$ cat src/logic/pwu_shadow.sv
`timescale 1ns/1ps

// ----------------------------------------
// Shared constants and types
// ----------------------------------------
package pwu_pkg;
   localparam int          DATA_W         = 16;
   localparam int          NUM_SHADOW     = 5;
   localparam int          HTRANS_ACT_BIT = 1;
   localparam logic [7:0]  OFS_GEN_CTRL   = 8'h00;
   localparam logic [7:0]  OFS_DEADBAND   = 8'h04;
   localparam logic [7:0]  OFS_OUT_A      = 8'h08;
   localparam logic [7:0]  OFS_OUT_B      = 8'h0C;
   localparam logic [7:0]  OFS_CMP_A      = 8'h10;
   localparam logic [7:0]  OFS_CMP_B      = 8'h14;
   localparam logic [7:0]  OFS_MASTER     = 8'h18;
   localparam logic [7:0]  OFS_PENDING    = 8'h1C;
   localparam int          POS_DB_UPD     = 10;
   localparam int          POS_GENB_UPD   = 8;
   localparam int          POS_GENA_UPD   = 6;
   localparam int          POS_CMPB_UPD   = 5;
   localparam int          POS_CMPA_UPD   = 4;
   localparam int          POS_SYNC_REQ   = 0;
   localparam logic [31:0] GEN_CTRL_RESET = 32'h0000_0000;
   localparam logic [31:0] GEN_CTRL_MASK  = 32'h0000_0FF0;
   localparam logic [31:0] BUS_ZERO       = 32'h0000_0000;
   // Shadow slots: dead-band, out A, out B, compare A, compare B
   localparam int          SH_DB          = 0;
   localparam int          SH_GENA        = 1;
   localparam int          SH_GENB        = 2;
   localparam int          SH_CMPA        = 3;
   localparam int          SH_CMPB        = 4;
   localparam logic [7:0]  SH_OFS [NUM_SHADOW] = '{OFS_DEADBAND, OFS_OUT_A, OFS_OUT_B, OFS_CMP_A, OFS_CMP_B};

   typedef enum logic [1:0] {
      UPD_IMMEDIATE = 2'h0,
      UPD_RESERVED  = 2'h1,
      UPD_LOCAL     = 2'h2,
      UPD_GLOBAL    = 2'h3
   } pwu_upd_mode_t;

   typedef struct packed {
      logic        hsel;
      logic [31:0] haddr;
      logic [1:0]  htrans;
      logic        hwrite;
      logic [2:0]  hsize;
      logic [31:0] hwdata;
   } pwu_ahb_req_t;
endpackage

// ----------------------------------------
// One governed register with its shadow
// ----------------------------------------
module pwu_shadow #(
   parameter int W = 16
) (
   input  wire logic                  i_clk_sys,
   input  wire logic                  i_rst,
   input  wire logic                  i_wr,
   input  wire logic [W-1:0]          i_wdata,
   input  wire pwu_pkg::pwu_upd_mode_t i_mode,
   input  wire logic                  i_cnt_zero,
   input  wire logic                  i_global_req,
   output logic [W-1:0]               o_active,
   output logic                       o_pending
);
   typedef struct packed {
      logic [W-1:0] active;
      logic [W-1:0] held;
      logic         pending;
      logic         armed;
   } pwu_sh_st_t;

   pwu_sh_st_t st;
   pwu_sh_st_t next_st;
   logic       is_global;

   assign is_global = (i_mode == pwu_pkg::UPD_GLOBAL);

   always_comb begin
      next_st = st;
      // Counter zero hands the held value over
      if (st.pending && i_cnt_zero && (!is_global || st.armed)) begin
         next_st.active  = st.held;
         next_st.pending = 1'b0;
         next_st.armed   = 1'b0;
      end
      // A request only counts once something waits or is written in the same cycle
      if (is_global && i_global_req && (st.pending || i_wr)) begin
         next_st.armed = 1'b1;
      end
      if (i_wr) begin
         if (i_mode == pwu_pkg::UPD_IMMEDIATE || i_mode == pwu_pkg::UPD_RESERVED) begin
            next_st.active  = i_wdata;
            next_st.pending = 1'b0;
            next_st.armed   = 1'b0;
         end else begin
            // Newest write overwrites any value still waiting
            next_st.held    = i_wdata;
            next_st.pending = 1'b1;
         end
      end
   end

   always_ff @(posedge i_clk_sys) begin
      if (i_rst) begin
         st <= '0;
      end else begin
         st <= next_st;
      end
   end

   assign o_active  = st.active;
   assign o_pending = st.pending;
endmodule

$ cat src/logic/pwu_top.sv
// Overview of operation
// - Mode zero applies writes at once
// - Mode two waits for counter zero
// - Mode three waits request then zero
// - Two-bit mode fields, one-bit for compare A and B, reset zero, RW
// - Compare B mode bit matches compare A
//
// Local design decisions: the AHB-Lite interface to the registers and the placing of the registers.
`timescale 1ns/1ps

module pwu_top #(
   parameter int W = pwu_pkg::DATA_W
) (
   input  wire logic                  i_clk_sys,
   input  wire logic                  i_rst,
   input  wire pwu_pkg::pwu_ahb_req_t i_ahb,
   input  wire logic                  i_hready,
   input  wire logic                  i_cnt_zero,
   input  wire logic                  i_global_req,
   output logic [31:0]                o_hrdata,
   output logic                       o_hreadyout,
   output logic                       o_hresp,
   output logic [W-1:0]               o_deadband,
   output logic [W-1:0]               o_out_a_action,
   output logic [W-1:0]               o_out_b_action,
   output logic [W-1:0]               o_compare_a,
   output logic [W-1:0]               o_compare_b,
   output logic [pwu_pkg::NUM_SHADOW-1:0] o_pending
);
   localparam int N = pwu_pkg::NUM_SHADOW;

   typedef struct packed {
      logic [31:0] gen_ctrl;
      logic        dphase;
      logic        dwrite;
      logic [7:0]  daddr;
      logic [31:0] hrdata;
      logic        hreadyout;
   } pwu_top_st_t;

   pwu_top_st_t st;
   pwu_top_st_t next_st;

   logic                   accept;
   logic                   bus_wr;
   logic                   sync_req;
   logic [N-1:0]           sh_wr;
   logic [W-1:0]           sh_active [N];
   logic [N-1:0]           sh_pending;
   pwu_pkg::pwu_upd_mode_t sh_mode [N];

   // ----------------------------------------
   // Bus slave
   // ----------------------------------------
   // One wait state so read data can leave a flop
   assign accept   = i_ahb.hsel && i_ahb.htrans[pwu_pkg::HTRANS_ACT_BIT] && i_hready;
   assign bus_wr   = st.dphase && st.dwrite;
   assign sync_req = i_global_req ||
                     (bus_wr && st.daddr == pwu_pkg::OFS_MASTER && i_ahb.hwdata[pwu_pkg::POS_SYNC_REQ]);

   always_comb begin
      next_st = st;
      next_st.dphase = 1'b0;
      if (accept) begin
         next_st.dphase    = 1'b1;
         next_st.dwrite    = i_ahb.hwrite;
         next_st.daddr     = i_ahb.haddr[7:0];
         next_st.hreadyout = 1'b0;
      end
      if (st.dphase) begin
         next_st.hreadyout = 1'b1;
         next_st.hrdata    = pwu_pkg::BUS_ZERO;
         if (!st.dwrite) begin
            if (st.daddr == pwu_pkg::OFS_GEN_CTRL) begin
               next_st.hrdata = st.gen_ctrl;
            end
            if (st.daddr == pwu_pkg::OFS_PENDING) begin
               next_st.hrdata = {{(32-N){1'b0}}, sh_pending};
            end
            for (int k = 0; k < N; k++) begin
               if (st.daddr == pwu_pkg::SH_OFS[k]) begin
                  next_st.hrdata = {{(32-W){1'b0}}, sh_active[k]};
               end
            end
         end
      end
      // Only the mode fields are kept; other bits read as zero
      if (bus_wr && st.daddr == pwu_pkg::OFS_GEN_CTRL) begin
         next_st.gen_ctrl = i_ahb.hwdata & pwu_pkg::GEN_CTRL_MASK;
      end
   end

   always_ff @(posedge i_clk_sys) begin
      if (i_rst) begin
         st <= '{gen_ctrl: pwu_pkg::GEN_CTRL_RESET, hreadyout: 1'b1, default: '0};
      end else begin
         st <= next_st;
      end
   end

   // ----------------------------------------
   // Update mode decode
   // ----------------------------------------
   assign sh_mode[pwu_pkg::SH_DB]   = pwu_pkg::pwu_upd_mode_t'(st.gen_ctrl[pwu_pkg::POS_DB_UPD +: 2]);
   assign sh_mode[pwu_pkg::SH_GENA] = pwu_pkg::pwu_upd_mode_t'(st.gen_ctrl[pwu_pkg::POS_GENA_UPD +: 2]);
   assign sh_mode[pwu_pkg::SH_GENB] = pwu_pkg::pwu_upd_mode_t'(st.gen_ctrl[pwu_pkg::POS_GENB_UPD +: 2]);
   // Compare modes have no immediate choice: clear is local, set is global
   assign sh_mode[pwu_pkg::SH_CMPA] = pwu_pkg::pwu_upd_mode_t'({1'b1, st.gen_ctrl[pwu_pkg::POS_CMPA_UPD]});
   assign sh_mode[pwu_pkg::SH_CMPB] = pwu_pkg::pwu_upd_mode_t'({1'b1, st.gen_ctrl[pwu_pkg::POS_CMPB_UPD]});

   // ----------------------------------------
   // Shadow registers
   // ----------------------------------------
   for (genvar g = 0; g < N; g++) begin : g_sh
      assign sh_wr[g] = bus_wr && st.daddr == pwu_pkg::SH_OFS[g];
      pwu_shadow #(.W(W)) u_sh (
         .i_clk_sys    (i_clk_sys),
         .i_rst        (i_rst),
         .i_wr         (sh_wr[g]),
         .i_wdata      (i_ahb.hwdata[W-1:0]),
         .i_mode       (sh_mode[g]),
         .i_cnt_zero   (i_cnt_zero),
         .i_global_req (sync_req),
         .o_active     (sh_active[g]),
         .o_pending    (sh_pending[g])
      );
   end

   assign o_hrdata       = st.hrdata;
   assign o_hreadyout    = st.hreadyout;
   assign o_hresp        = 1'b0;
   assign o_deadband     = sh_active[pwu_pkg::SH_DB];
   assign o_out_a_action = sh_active[pwu_pkg::SH_GENA];
   assign o_out_b_action = sh_active[pwu_pkg::SH_GENB];
   assign o_compare_a    = sh_active[pwu_pkg::SH_CMPA];
   assign o_compare_b    = sh_active[pwu_pkg::SH_CMPB];
   assign o_pending      = sh_pending;
endmodule

$ cat config.mk
export PLATFORM = sky130hd
export DESIGN_NAME = pwu_top
export DESIGN_NICKNAME = d
export VERILOG_FILES = /design/src/logic/pwu_shadow.sv /design/src/logic/pwu_top.sv
export SDC_FILE = /design/constraint.sdc
export NUM_CORES = 1
export LEC_CHECK = 0
export ABC_AREA = 1
export BUFFER_PORTS_ARGS = -buffer_cell sky130_fd_sc_hd__buf_2
export CAP_MARGIN = 25
export CORE_ASPECT_RATIO = 1.5
export CORE_UTILIZATION = 53
export CTS_CLUSTER_DIAMETER = 60
export DETAILED_ROUTE_END_ITERATION = 6
export GPL_ROUTABILITY_DRIVEN = 0
export PLACE_DENSITY_LB_ADDON = 0.3
export SLEW_MARGIN = 10
export SYNTH_ARGS = -nofsm -noshare
export SYNTH_HDL_FRONTEND = slang
export SYNTH_HIERARCHICAL = 1
export SYNTH_SLANG_ARGS = --single-unit
$ cat constraint.sdc
create_clock -name i_clk_sys -period 2.38 [get_ports i_clk_sys]
set_input_delay 0.595 -clock i_clk_sys [delete_from_list [all_inputs] [get_ports i_clk_sys]]
set_output_delay 0.595 -clock i_clk_sys [all_outputs]
set_load 0.005 [all_outputs]
==> impl_metrics.json <==
{
  "outcome": "completed",
  "syn_inst": 1575,
  "drc": 0,
  "end_kind": "flip-flop",
  "cts.clk_slew.worst_paths_ps": 60,
  "n_fill_cell": 1962,
  "drtAntennaViolNets": 0,
  "clock_latency_ps": 500,
  "synth_async_sr_flop_share_pct": 0,
  "skew_ps": 8.981,
  "yosysMostFrequentCell": "nor2_1",
  "yosys_warnings": 6,
  "ys.flop_type": "dfxtp_1",
  "timing.final.ws_setup_ps": 249.6,
  "synth_top_area_cell": "dfxtp_1",
  "grtUsageTotal_pct": 28.95,
  "cp_max_fo": 19,
  "root_buffer": "clkbuf_16",
  "numCtsBuffers": 21,
  "wl_per_cell_um": 16.66,
  "start_util_pct": 53.93,
  "ys_seq_area_share_pct": 37.41,
  "power.leakage_uw": 0.005322,
  "post_route_cells_drive_above_1_share_pct": 19.89,
  "grt_pass1_vias": 8652,
  "grt_max_degree": 33,
  "postSynthAreaPerCell_um2": 6.965,
  "numPortBuffers": 133,
  "irDropWorstVdd_mv": 0.4187,
  "powerDensity_nw_per_um2": 642.6,
  "crit_type": "reg -> reg",
  "pre_cts_ws_ps": 316.2,
  "drt_pre_antenna_iters": 6,
  "fmax_ghz": 0.4694,
  "ctsHtreeMaxLevel": 1,
  "ys_seq_elements": 205,
  "hpwlAfterDp_mm": 20.90,
  "hold_viol": 0,
  "cts_setup_buffers": 0,
  "die_w_um": 119.5,
  "vias": 9883,
  "syn_area_um2": 10970,
  "coreArea_um2": 20340,
  "synthToLayoutAreaGrowth_pct": 6.080,
  "netlist-cell-type-count": 27,
  "initialDrtViolationCount": 1010,
  "worstMarginPinSlew_ps": 852.3,
  "cts_tree": "yes",
  "die_height_um": 178.2,
  "routed_wl_mm": 31.08,
  "cp.required_ps": 2800,
  "crit_path_start_kind": "flip-flop",
  "ctsResizeCount": 0,
  "post-route-period-util_pct": 89.51,
  "synth-edff-count": 0,
  "grt_pass1_wl_mm": 47.93,
  "rsz0062_at_grt": "no",
  "synth_top_area_share_pct": 37.41,
  "finalNetCount": 1661,
  "globalRouteOverflowTotal": 0,
  "synthTopCellsByCount": "327 x nor2_1, 205 x dfxtp_1, 200 x nand2_1, 152 x nand3_1, 131 x inv_1",
  "dieArea_um2": 21290,
  "finalCriticalPeriod_ps": 2130,
  "synthTopCellsByArea": "dfxtp_1 37%, nor2_1 11%, buf_4 8.3%",
  "via_per_inst": 5.299,
  "slew_headroom_pct": 43.12,
  "io_pins": 195,
  "rows": 64,
  "fin_setup_tns_ps": 0,
  "drv_cap": 0,
  "antenna_found_initial": 0,
  "clockBufferDepth": 3,
  "setup_violations": 0,
  "final_max_slew_viol_count": 0,
  "arrival_ps": 2550,
  "hp-class": "in -> reg",
  "clock_sinks": 205,
  "cts_hold_buf": 0
}
area by class of cell:
class,instances,area [µm²],share of cell area (%)
clock inverter,10,178.9,1.538
clock buffer,27,578.1,4.968
tap,264,330.3,2.839
timing repair buffer,154,835.8,7.183
inverter,153,593.1,5.097
antenna,2,5.005,0.04301
multi-input combinational,1050,5011,43.06
sequential,205,4104,35.27
path summary, 6_finish.rpt:
| check | end | slack [ps] | startpoint | depth (start not counted) |
|---|---|---|---|---|
| worst max-delay path | g_sh[3].u_sh/st[8]$_SDFFE_PP0P_ | 250 | st[39]$_SDFFE_PP0P_ | 9 |
| worst min-delay path | st[39]$_SDFFE_PP0P_ | 400 | i_ahb[44] | 3 |
| worst max register to register | g_sh[3].u_sh/st[8]$_SDFFE_PP0P_ | 250 | st[39]$_SDFFE_PP0P_ | 9 |
| worst min register to register | o_hreadyout$_SDFFE_PP1P_ | 440 | o_hreadyout$_SDFFE_PP1P_ | 2 |
critical path, stage by stage, from the launching register on:
cell     delay, ps
dfxtp_1        320
inv_1           70
nand2_1        130
nor2_8         230
nand3_1        210
nor2_1         310
nand2_2        270
inv_2          310
nor2_1          90
nor2_1         120
power by group:
group          internal [µW]  switching (µW)  total [µW]
logic                   97.5             294         392
clock network           2260            1380        3630
registers               3440            10.1        3450
total                   5800            1680        7480
logic make-up after synthesis:
family | share of synthesized area (%)
and+or+nand+nor | 28.80
other | 0.06846
DFF | 37.41
AOI/OAI and AO/OA | 16.03
buffers and inverters | 17.69
metal layers:
metal | global-route usage (%) | part of all wire [%] | vias to the layer above
li1 | - | - | 4897
met1 | 37.54 | 42 | 4467
met2 | 46.58 | 45 | 431
met3 | 3.708 | 6.7 | 88
met4 | 15.83 | 5.5 | 0
met5 | 0 | 0 | -
cell usage in the layout, fill, tap and decap left out, types with 4 or more instances in the layout:
cell type / instances
inv_1: 131
o21bai_1: 10
a21oi_1: 36
nor2_1: 327
a21oi_2: 67
clkbuf_16: 21
nand2_1: 200
nand2_2: 20
nor2_4: 9
inv_2: 13
o21ai_0: 97
inv_4: 6
nand3_1: 152
o21ai_1: 86
clkinv_2: 7
buf_4: 20
nand3b_1: 5
dfxtp_1: 205
buf_2: 133
nand4_1: 4
bufinv_16: 5
conb_1: 25
nand3_2: 5
through the flow:
stage	utilization, %	instance area, µm²	std cells	hold slack [ps]	power (µW)
2_1_floorplan	-	11060	1598	427.0	3769
3_3_place_gp	53.46	10870	1826	429.5	3905
3_5_place_dp	53.46	10870	1826	434.1	3910
4_1_cts	57.18	11630	1863	398.9	7505
5_1_grt	57.18	11630	1863	412.6	7688
6_report	57.21	11640	1865	401.9	7477
state kept, by name (all words and copies together) (netlist names):
signal / count
g_sh.u_sh/st: 85
g_sh.u_sh/o_active: 80
o_hrdata: 16
st: 10
sh_mode: 8
g_sh.u_sh/o_pending: 5
o_hreadyout: 1
No activity file was read; power rests on OpenSTA's default activity.
